===== src/hw/ire_defines.vh =====
/*
  Constants for the interrupt redirection entry block: register indices,
  field positions, reset values and delivery codes.
  Assumes inclusion by bare name from the block's design files.
*/
`ifndef IRE_DEFINES_VH
`define IRE_DEFINES_VH

`define IRE_NUM_INPUTS      24
`define IRE_LOW_BASE_IDX    8'h10
`define IRE_HIGH_BASE_IDX   8'h11
`define IRE_HIGH_LAST_IDX   8'h3F
`define IRE_CTRL_IDX        8'h00
`define IRE_EOI_IDX         8'h41
`define IRE_HIGH_RESET      32'h00000000
`define IRE_LOW_RESET       32'h00010000
`define IRE_LOW_WMASK       32'h0001AFFF
`define IRE_HIGH_WMASK      32'hFFFF0000
`define IRE_VEC_LSB         0
`define IRE_VEC_MSB         7
`define IRE_DEL_LSB         8
`define IRE_DEL_MSB         10
`define IRE_TARGET_MODE_BIT        11
`define IRE_DS_BIT          12
`define IRE_POL_BIT         13
`define IRE_RACC_BIT        14
`define IRE_TRIG_BIT        15
`define IRE_MASK_BIT        16
`define IRE_TID_LSB         24
`define IRE_TID_MSB         31
`define IRE_XID_LSB         16
`define IRE_XID_MSB         23
`define IRE_DEL_FIXED       3'h0
`define IRE_DEL_LOWEST      3'h1
`define IRE_ADDR_BASE       12'hFEE

`endif


===== src/hw/ire_input_detect.v =====
/*
  Per-input detector: synchronises a pin, applies polarity and reports an
  edge or a level request.
  Assumes the pin is asynchronous to clk_sys.
*/
`timescale 1ns/1ns
module ire_input_detect (
  input  wire clk_sys,
  input  wire rstn,
  input  wire clkEn,
  input  wire pinIn,
  input  wire activeLow,
  input  wire levelMode,
  output wire request
);
  reg syncA_q;
  reg syncB_q;
  reg prev_q;
  wire active;

  always @(posedge clk_sys) begin
    if (!rstn) begin
      syncA_q <= 1'b0;
      syncB_q <= 1'b0;
      prev_q  <= 1'b0;
    end else if (clkEn) begin
      syncA_q <= pinIn;
      syncB_q <= syncA_q;
      prev_q  <= active;
    end
  end

  assign active = syncB_q ^ activeLow;
  assign request = levelMode ? active : (active & ~prev_q);
endmodule // ire_input_detect


===== src/hw/ire_redirection_entry.v =====
/*
  Interrupt redirection table: per input a low word (vector, delivery kind,
  target mode, polarity, trigger kind, mask) and a high word (target ids),
  an APB slave, and a message sender toward the local controllers.
  Assumes the message sink answers with msgAccept and sends EOIs by vector.
*/
`timescale 1ns/1ns
`include "ire_defines.vh"

// Function
// - Logical mode: controllers match bits 63:56
// - Delivery codes 000 fixed, 001 lowest
// - High word per input, 11h step two
// - Target id into address bits 19:12
// - Extended id into address bits 11:4
// - Bits 15:0 reserved; reset zero
// - High word addresses the message
// - Masked input neither delivers nor pends; pending clears a cycle after the mask is set, and the pick ignores the mask
// - Trigger bit: 0 edge, 1 level
// - Remote accepted set on accept of a level message, EOI clears
// - Physical mode uses bits 59:56
module ire_redirection_entry #(
  parameter NUM_INPUTS = `IRE_NUM_INPUTS
) (
  input  wire        clk_sys,
  input  wire        rstn,
  input  wire        clkEn,
  input  wire [7:0]  paddr,
  input  wire        psel,
  input  wire        penable,
  input  wire        pwrite,
  input  wire [31:0] pwdata,
  output reg  [31:0] prdata,
  output wire        pready,
  output wire        pslverr,
  input  wire [NUM_INPUTS-1:0] irqPin,
  output reg         msgValid,
  output reg  [31:0] msgAddr,
  output reg  [7:0]  msgVector,
  output reg  [2:0]  msgDeliveryKind,
  output reg         msgTargetMode,
  output reg         msgLevel,
  input  wire        msgAccept,
  input  wire        eoiValid,
  input  wire [7:0]  eoiVector
);
  reg  [31:0] lowWord_q  [0:NUM_INPUTS-1];
  reg  [31:0] highWord_q [0:NUM_INPUTS-1];
  reg  [NUM_INPUTS-1:0] pending_q;
  reg  [NUM_INPUTS-1:0] remoteAccepted_q;
  reg  [4:0]  sendIdx_q;
  reg         enable_q;
  wire [NUM_INPUTS-1:0] request;
  wire        wrEn;
  wire        rdEn;
  wire [7:0]  regIdx;
  wire        inTable;
  wire [7:0]  tblOff;
  wire [4:0]  tblEntry;
  wire        tblHigh;
  reg  [4:0]  pickIdx;
  reg         pickFound;
  reg  [31:0] pickSum;
  integer     k;
  integer     j;

  genvar g;
  generate
    for (g = 0; g < NUM_INPUTS; g = g + 1) begin : gDetect
      ire_input_detect uDetect (
        .clk_sys   (clk_sys),
        .rstn      (rstn),
        .clkEn     (clkEn),
        .pinIn     (irqPin[g]),
        .activeLow (lowWord_q[g][`IRE_POL_BIT]),
        .levelMode (lowWord_q[g][`IRE_TRIG_BIT]),
        .request   (request[g])
      );
    end
  endgenerate

  // Registers answer with no wait state; word address is byte address over four.
  assign pready  = 1'b1;
  assign pslverr = 1'b0;
  assign regIdx  = {2'b00, paddr[7:2]};
  assign wrEn    = psel & penable & pwrite & clkEn;
  assign rdEn    = psel & penable & ~pwrite;
  assign tblOff  = regIdx - `IRE_LOW_BASE_IDX;
  assign inTable = (regIdx >= `IRE_LOW_BASE_IDX) && (regIdx <= `IRE_HIGH_LAST_IDX);
  assign tblEntry = tblOff[5:1];
  assign tblHigh  = tblOff[0];

  always @* begin
    prdata = 32'h00000000;
    if (rdEn) begin
      if (inTable) begin
        if (tblHigh) begin
          prdata = highWord_q[tblEntry] & `IRE_HIGH_WMASK;
        end else begin
          prdata = lowWord_q[tblEntry];
          prdata[`IRE_RACC_BIT] = remoteAccepted_q[tblEntry];
          prdata[`IRE_DS_BIT]   = pending_q[tblEntry];
        end
      end else if (regIdx == `IRE_CTRL_IDX) begin
        prdata = {31'h00000000, enable_q};
      end
    end
  end

  // Round-robin pick of the next pending entry after the last one sent.
  always @* begin
    pickIdx   = 5'h00;
    pickFound = 1'b0;
    pickSum   = 32'h00000000;
    for (j = NUM_INPUTS - 1; j >= 0; j = j - 1) begin
      pickSum = (sendIdx_q + 1 + j) % NUM_INPUTS;
      if (pending_q[pickSum]) begin
        pickIdx   = pickSum[4:0];
        pickFound = 1'b1;
      end
    end
  end

  always @(posedge clk_sys) begin
    if (!rstn) begin
      for (k = 0; k < NUM_INPUTS; k = k + 1) begin
        lowWord_q[k]  <= `IRE_LOW_RESET;
        highWord_q[k] <= `IRE_HIGH_RESET;
      end
      pending_q        <= {NUM_INPUTS{1'b0}};
      remoteAccepted_q <= {NUM_INPUTS{1'b0}};
      sendIdx_q        <= 5'h00;
      enable_q         <= 1'b0;
      msgValid         <= 1'b0;
      msgAddr          <= 32'h00000000;
      msgVector        <= 8'h00;
      msgDeliveryKind  <= 3'h0;
      msgTargetMode    <= 1'b0;
      msgLevel         <= 1'b0;
    end else if (clkEn) begin
      if (wrEn && inTable) begin
        if (tblHigh) begin
          highWord_q[tblEntry] <= pwdata & `IRE_HIGH_WMASK;
        end else begin
          lowWord_q[tblEntry] <= pwdata & `IRE_LOW_WMASK;
        end
      end
      if (wrEn && (regIdx == `IRE_CTRL_IDX)) begin
        enable_q <= pwdata[0];
      end
      for (k = 0; k < NUM_INPUTS; k = k + 1) begin
        if (lowWord_q[k][`IRE_MASK_BIT]) begin
          pending_q[k] <= 1'b0;
        end else if (request[k] && !(lowWord_q[k][`IRE_TRIG_BIT] && remoteAccepted_q[k])) begin
          pending_q[k] <= 1'b1;
        end
        if (eoiValid && (eoiVector == lowWord_q[k][`IRE_VEC_MSB:`IRE_VEC_LSB])) begin
          remoteAccepted_q[k] <= 1'b0;
        end
      end
      if (msgValid) begin
        if (msgAccept) begin
          msgValid <= 1'b0;
          pending_q[sendIdx_q] <= request[sendIdx_q] & msgLevel;
          if (msgLevel) begin
            remoteAccepted_q[sendIdx_q] <= 1'b1;
            pending_q[sendIdx_q] <= 1'b0;
          end
        end
      end else if (enable_q && pickFound) begin
        sendIdx_q <= pickIdx;
        msgValid  <= 1'b1;
        msgAddr <= {`IRE_ADDR_BASE,
                    lowWord_q[pickIdx][`IRE_TARGET_MODE_BIT] ?
                      highWord_q[pickIdx][`IRE_TID_MSB:`IRE_TID_LSB] :
                      {4'h0, highWord_q[pickIdx][27:24]},
                    highWord_q[pickIdx][`IRE_XID_MSB:`IRE_XID_LSB],
                    4'h0};
        msgVector       <= lowWord_q[pickIdx][`IRE_VEC_MSB:`IRE_VEC_LSB];
        msgDeliveryKind <= lowWord_q[pickIdx][`IRE_DEL_MSB:`IRE_DEL_LSB];
        msgTargetMode   <= lowWord_q[pickIdx][`IRE_TARGET_MODE_BIT];
        msgLevel        <= lowWord_q[pickIdx][`IRE_TRIG_BIT];
      end
    end
  end
endmodule // ire_redirection_entry


===== config.mk =====
export PLATFORM = sky130hd
export DESIGN_NAME = ire_redirection_entry
export DESIGN_NICKNAME = d
export VERILOG_FILES = /design/src/hw/ire_input_detect.v /design/src/hw/ire_redirection_entry.v
export VERILOG_INCLUDE_DIRS = /design/src /design/src/hw
export SDC_FILE = /design/constraint.sdc
export NUM_CORES = 2
export LEC_CHECK = 0
export BUFFER_PORTS_ARGS = -buffer_cell sky130_fd_sc_hd__buf_2
export CAP_MARGIN = 20
export CELL_PAD_IN_SITES_DETAIL_PLACEMENT = 1
export CELL_PAD_IN_SITES_GLOBAL_PLACEMENT = 2
export CORE_MARGIN = 5
export CORE_UTILIZATION = 25
export DETAILED_ROUTE_END_ITERATION = 10
export MAX_ROUTING_LAYER = met4
export PLACE_DENSITY_LB_ADDON = 0.1
export SETUP_SLACK_MARGIN = 0.5
export SKIP_LAST_GASP = 1
export SLEW_MARGIN = 20
export SYNTH_ARGS = -nofsm -noshare
export SYNTH_HDL_FRONTEND = slang
export SYNTH_SLANG_ARGS = --single-unit
export TNS_END_PERCENT = 1

===== constraint.sdc =====
create_clock -name clk_sys -period 12 [get_ports clk_sys]
set_clock_uncertainty 0.1 [all_clocks]
set_input_delay 2.4 -clock clk_sys [delete_from_list [all_inputs] [get_ports clk_sys]]
set_output_delay 2.4 -clock clk_sys [all_outputs]
set_load 0.005 [all_outputs]

Word level (Yosys, flattened, before mapping) --
Memories as Yosys holds them, arrays and structs flattened. Index checks and enable logic that the tools add are counted.
Word-level totals: register bits after elaboration 157, memory bits (writable) 744, input bits 80, logic and storage cells 702, memories 2
Cells by class: $add $sub $neg 25, divide/modulo/power cells 24, magnitude comparators 29, equal/unequal tests 24, multiplexer cells 328, bitwise operators 82, reduce and logical (&&, ||, !) cells 106
Memories:
- highWord_q | depth 24, bits a word 16, read ports 2, clocked after memory_dff 0, wr ports 24, RTL line ire_redirection_entry.v:48 | reg [31:0] highWord_q [0:NUM_INPUTS-1];
- lowWord_q | depth 24, bits a word 15, read ports 26, clocked after memory_dff 0, wr ports 24, RTL line ire_redirection_entry.v:47 | reg [31:0] lowWord_q [0:NUM_INPUTS-1];
Operator list (count):
- 32-bit by 6-bit less-than comparator with 1-bit output, second input constant | 24
- 32-bit by 5-bit modulo with 32-bit output, second input constant | 24
- 1-bit two-way mux | 261
- 32-bit by 4-bit adder with 32-bit output, second input constant | 8
- 32-bit by 5-bit adder with 32-bit output, second input constant | 8
- 8-bit equality test | 24
- 24-bit two-way mux | 6
- 1-bit binary-select mux with 5-bit select | 27
- 5-bit two-way mux | 26
- 32-bit by 3-bit adder with 32-bit output, second input constant | 4
- 32-bit two-way mux | 3
- 1-bit logical AND | 77
- 32-bit by 2-bit adder with 32-bit output, second input constant | 2
- 32-bit by 1-bit adder with 32-bit output, second input constant | 1
- 1-bit bitwise AND | 29
- 1-bit inverter | 26
- 24-bit bitwise AND | 1
- 24-bit bitwise mux | 1
- 1-bit zero test | 24
- 24-bit inverter | 1
- 24-bit OR | 1
- 1-bit XOR | 24
- 16-bit two-way mux | 1
- 16-bit OR reduction | 1
- other kinds (13) | 14

Depth between registers and ports, before layout --
depth after elaboration 32, gate-level depth with buffers 37, gate-level depth less buffers 27

Cells and area by module --
A second synthesis with hierarchy kept.
Unflattened totals: cells, all modules 5864, area total of the unflattened synthesis 68391.8 µm²
Modules (own cells, without submodules):
- ire_redirection_entry | times used 1, cells an instance 5576, area an instance 65509.1 µm², seq. area each 31490.2 µm²
- ire_input_detect | times used 24, cells an instance 12, area an instance 120.1 µm², seq. area each 60.1 µm²

Least setup slack after synthesis --
Ideal clock, no wire load.
path type input to output, start in paddr[6], end out prdata[10], data arrival time 5429 ps, path slack 4071 ps, stages 9, path buffers 5, cells stage by stage clkbuf_1 clkbuf_1 buf_1 clkinv_1 ha_1 clkbuf_1 buf_1 mux2i_1 nor2_1
On the way: word-level cells in the longest chain between the ends 5, elaborated cells between the ends (all ways) 8, those cells by class 1 x add/sub; 2 x order compare; 3 x mux; 1 x reduce/logical; 1 x memory
Ends and longest elaborated chain:
- from (decl) | RTL line ire_redirection_entry.v:28 | input wire [7:0] paddr,
- 6-bit by 5-bit subtractor with 6-bit output (no source line)
- memory read 24 x 15 bit
- 32-bit two-way mux | RTL line ire_redirection_entry.v:97 | if (tblHigh) begin
- 32-bit two-way mux * | RTL line ire_redirection_entry.v:96 | if (inTable) begin
- 32-bit two-way mux * | RTL line ire_redirection_entry.v:95 | if (rdEn) begin
- to (decl) | RTL line ire_redirection_entry.v:33 | output reg [31:0] prdata,
Mark *: on every way between the ends. The rest lies on a longest branch, timed or not.

Worst setup path in the final report --
start reg sendIdx_q[1], end reg msgAddr[15]
On the way: word-level cells in the longest chain between the ends 31, elaborated cells between the ends (all ways) 148, those cells by class 24 x add/sub; 24 x div; 97 x mux; 2 x reduce/logical; 1 x memory
Ends and longest elaborated chain:
- from (decl) | RTL line ire_redirection_entry.v:51 | reg [4:0] sendIdx_q;
- from (signal assigned) | RTL line ire_redirection_entry.v:171 | sendIdx_q <= pickIdx;
- 5-bit by 1-bit adder with 6-bit output * | RTL line ire_redirection_entry.v:116 | pickSum = (sendIdx_q + 1 + j) % NUM_INPUTS;
- 32-bit by 5-bit adder with 32-bit output | RTL line ire_redirection_entry.v:116
- 32-bit by 5-bit modulo with 32-bit output | RTL line ire_redirection_entry.v:116
- 1-bit binary-select mux with 5-bit select | RTL line ire_redirection_entry.v:117 | if (pending_q[pickSum]) begin
- 1-bit two-way mux (implied by the code) | RTL line ire_redirection_entry.v:117
- 5-bit two-way mux or 1-bit two-way mux (tied branches) (24 in series) | RTL line ire_redirection_entry.v:117
- memory read 24 x 16 bit or 1-bit logical AND (tied branches)
- 8-bit two-way mux or 3-bit AND reduction (tied branches)
- to (signal assigned) | RTL line ire_redirection_entry.v:173 | msgAddr <= {`IRE_ADDR_BASE,
- to (decl) | RTL line ire_redirection_entry.v:38 | output reg [31:0] msgAddr,
Mark *: on every way between the ends. The rest lies on a longest branch, timed or not. The select of a mux whose other input is x is not followed. A chain may end at the register's enable or synchronous reset.

==> summary.txt <==
Status
  • Status: completed

Clock tree
  • Clock tree from TritonCTS: built
  • Number of setup buffers added after CTS: 0
  • Buffer type at the clock tree root: sky130_fd_sc_hd__clkbuf_16
  • # hold bufs at CTS: 0
  • TritonCTS buffer count: 155
  • Number of gates resized after cts: 0
  • Max H-tree Level: 4
  • Clock slew at the register clock pins of the worst setup and hold paths: 60 ps
  • Number of clock sinks: 1149
  • Worst-case clock buffer depth: 4
  • Latest clock arrival within the worst-skew pair: 860 ps

Worst setup path
  • Class of the most critical setup path: flop to flop
  • Capturing element type of the critical path: flop
  • Data arrival time of the critical path: 10640 ps
  • Highest fanout seen on the critical path: 15
  • WP data required: 12630 ps
  • Category of the worst setup path launch point: flop

Synth
  • Area leader, netlist: sky130_fd_sc_hd__edfxtp_1
  • Mux share of post-synthesis cell area: 21.7%
  • Warnings from Yosys: 0
  • Predominant post-synthesis flop cell: sky130_fd_sc_hd__edfxtp_1
  • Top cells by count, synth: 992 x sky130_fd_sc_hd__edfxtp_1, 741 x sky130_fd_sc_hd__and2_1, 669 x sky130_fd_sc_hd__mux2i_1, 344 x sky130_fd_sc_hd__mux4_2, 301 x sky130_fd_sc_hd__clkbuf_1
  • Synthesized area per cell: 12.3 um^2
  • Cells after Synth: 5552
  • Total of flip-flops plus latches after synthesis: 1149
  • Area share of the largest cell type after synthesis: 43.6%
  • Async set-or-reset flop fraction in the synthesized netlist: 0%
  • Synthesized-area fraction occupied by adder cells: 1.11%
  • Cell variety after synth: 110
  • Combinational family with the most area after synthesis: multiplexers
  • Sequential-to-total area share from yosys stat: 48.2%
  • Most numerous cell in the Yosys netlist: sky130_fd_sc_hd__edfxtp_1
  • Area of the mapped netlist: 68400 um^2
  • Synth Area in Compound Gates: 7.93%
  • Fraction of synthesized cell area in xor and xnor cells: 3.48%
  • Largest cells by area after synthesis: sky130_fd_sc_hd__edfxtp_1 44%, sky130_fd_sc_hd__mux4_2 11%, sky130_fd_sc_hd__mux2i_1 9.8%
  • Number of flops mapped to enable cells by yosys: 992
  • Simple-gate area share of the yosys netlist: 14.1%

Global route
  • Largest net degree at the start of global routing: 97
  • Global-route wire length before repair: 393000 um
  • Antenna violations before repair: 28
  • Number of global-route vias before repair: 49600
  • GRT Overall Usage: 19.7%
  • Residual overflow from global routing: 0

Floorplanning
  • Number of cell rows: 192
  • Die width: 533 um
  • Die ar.: 284000 um^2
  • Top-Level Pins: 160
  • Floorplan Core Area: 273000 um^2
  • Effective utilization at floorplan: 25.1%
  • Die Y: 533 um

Detailed routing
  • Length of the first detailed-routing pass in iterations: 7
  • Number of DRC markers after the initial detailed-route iteration: 3404
  • Remaining routing DRC violations: 0
  • Routed WL per cell: 29.2 um
  • Residual antenna-violating net count after detailed routing: 0
  • Total number of vias: 47600
  • Aggregate routed wire length: 279000 um
  • Vias per inst: 4.98

Power and ir drop
  • P_leak: 29.3 nW
  • Total power per unit cell area: 144 nW/um^2
  • Peak supply drop: 0.000102 V

Final layout
  • Number of filler cells placed in the layout: 29600
  • Area used by sequential logic in the layout: 32900 um^2
  • Area Growth Syn to Fin: 16.1%
  • Final Core Density: 29.1%
  • Fraction of layout instances using a drive strength above 1: 18.3%
  • Area of combinational cells with multiple inputs: 34300 um^2
  • Layout Nets: 5961

STA
  • Final cycle utilization of the critical path: 83.4%
  • Final TNS setup: 0 ps
  • Worst slew margin relative to its limit: 15.7%
  • Total count of max-transition violations in the final report: 0
  • Fmax: 99.9 MHz
  • Fin crit period: 10010 ps
  • Hold Fails Final Rpt: 0
  • Number of endpoints failing setup at the final stage: 0
  • Worst-Margin Slew: 1260 ps
  • RSZ-0062 raised after global routing: no

Placed design
  • HPWL after detailed placement: 195000 um
  • Final weighted congestion of routability-driven global placement: 0.836
  • Buffers on Ports: 147

Hold path
  • Worst min-delay path class: flop to flop

Run
  • Count of max-cap constraint violations: 0
## final timing paths
check | startpoint | to | slack, ps | cells past startpoint
min reg2reg | msgVector[7] | msgVector[7] | 350 | 1
min | msgVector[7] | msgVector[7] | 350 | 1
max | sendIdx_q[1] | msgAddr[15] | 1990 | 27
max reg2reg | sendIdx_q[1] | msgAddr[15] | 1990 | 27
## report_power, final
group          switching [mW]  internal, mW
Clock                    1.91          2.66
Combinational            1.35         0.866
Sequential              0.127          4.56
## state kept, by name (all words and copies together), names as in the netlist
signal                   count
gDetect.uDetect.syncB_q     24
gDetect.uDetect.prev_q      24
msgDeliveryKind              3
msgTargetMode                1
pending_q                   24
msgAddr                     17
enable_q                     1
msgValid                     1
msgLevel                     1
highWord_q                 512
lowWord_q                  480
remoteAccepted_q            24
gDetect.uDetect.syncA_q     24
sendIdx_q                    5
msgVector                    8
## cells by family after synthesis
group,Yosys count
AO/OA/AOI/OAI,786
XOR/XNOR,258
adder cells (fa/ha/maj),61
buffers and inverters,539
flip-flops,1149
multiplexers,1050
other,2
AND/OR/NAND/NOR,1707
## placed cells by master, fill, tap and decap left out, drive strengths merged, types with 60 or more instances in the layout
master	count
nand2	173
nor3	65
dfxtp	157
mux2i	670
xnor2	202
a21oi	95
edfxtp	992
mux4	344
buf	351
conb	241
o22ai	85
nor2b	117
inv	65
o21ai	183
clkbuf	213
ha	60
nor2	224
and2	746
nand3	95
## layer usage
layer  routed length [um]  track usage, %
met5                    0               -
met2               128000            30.8
met1               135000            27.6
met4                 5720            3.86
met3                10700            2.38
## critical path, cell delays in order, from the launching register on
cell and delay [ps]:
sky130_fd_sc_hd__dfxtp_1 510, sky130_fd_sc_hd__buf_4 290, sky130_fd_sc_hd__ha_1 210, sky130_fd_sc_hd__and3_4 420
sky130_fd_sc_hd__xnor2_4 230, sky130_fd_sc_hd__ha_1 770, sky130_fd_sc_hd__o21ai_0 350, sky130_fd_sc_hd__a21o_1 290
sky130_fd_sc_hd__nor3_1 590, sky130_fd_sc_hd__a31o_2 260, sky130_fd_sc_hd__ha_1 230, sky130_fd_sc_hd__nand3b_1 190
sky130_fd_sc_hd__a211oi_1 280, sky130_fd_sc_hd__o32ai_1 150, sky130_fd_sc_hd__a211oi_2 490, sky130_fd_sc_hd__mux2i_1 270
sky130_fd_sc_hd__nor3_1 70, sky130_fd_sc_hd__buf_4 190, sky130_fd_sc_hd__a311oi_1 520, sky130_fd_sc_hd__nor2_1 80
sky130_fd_sc_hd__o31ai_1 260, sky130_fd_sc_hd__a31o_2 440, sky130_fd_sc_hd__a21boi_1 880, sky130_fd_sc_hd__nand2b_2 690
sky130_fd_sc_hd__buf_4 380, sky130_fd_sc_hd__o22ai_1 350, sky130_fd_sc_hd__nor4_1 170, sky130_fd_sc_hd__a21o_1 180
## stage by stage
step                cell area (um^2)  power (mW)  worst slack, ps  hold slack (ps)  instances
detailed placement             74500        7.02             2000              335       9253
global route                   79400        11.9             1590              366       9541
floorplan                      69300        6.14             4070              339       5791
global placement               74500        7.01             2030              334       9253
CTS                            79300        11.7             1940              353       9530
finish                         79400        11.5             1990              350       9551
## layout make-up
| type | instances | area share (%) |
|---|---|---|
| inverter | 61 | 0.288 |
| clock inverter | 64 | 0.712 |
| multi-input combinational | 4103 | 43.3 |
| clock buffer | 213 | 5.40 |
| timing repair buffer | 351 | 3.13 |
| antenna | 21 | 0.0662 |
| sequential | 1149 | 41.5 |
| tap | 3589 | 5.66 |
Power figures use the tool's default switching activity.
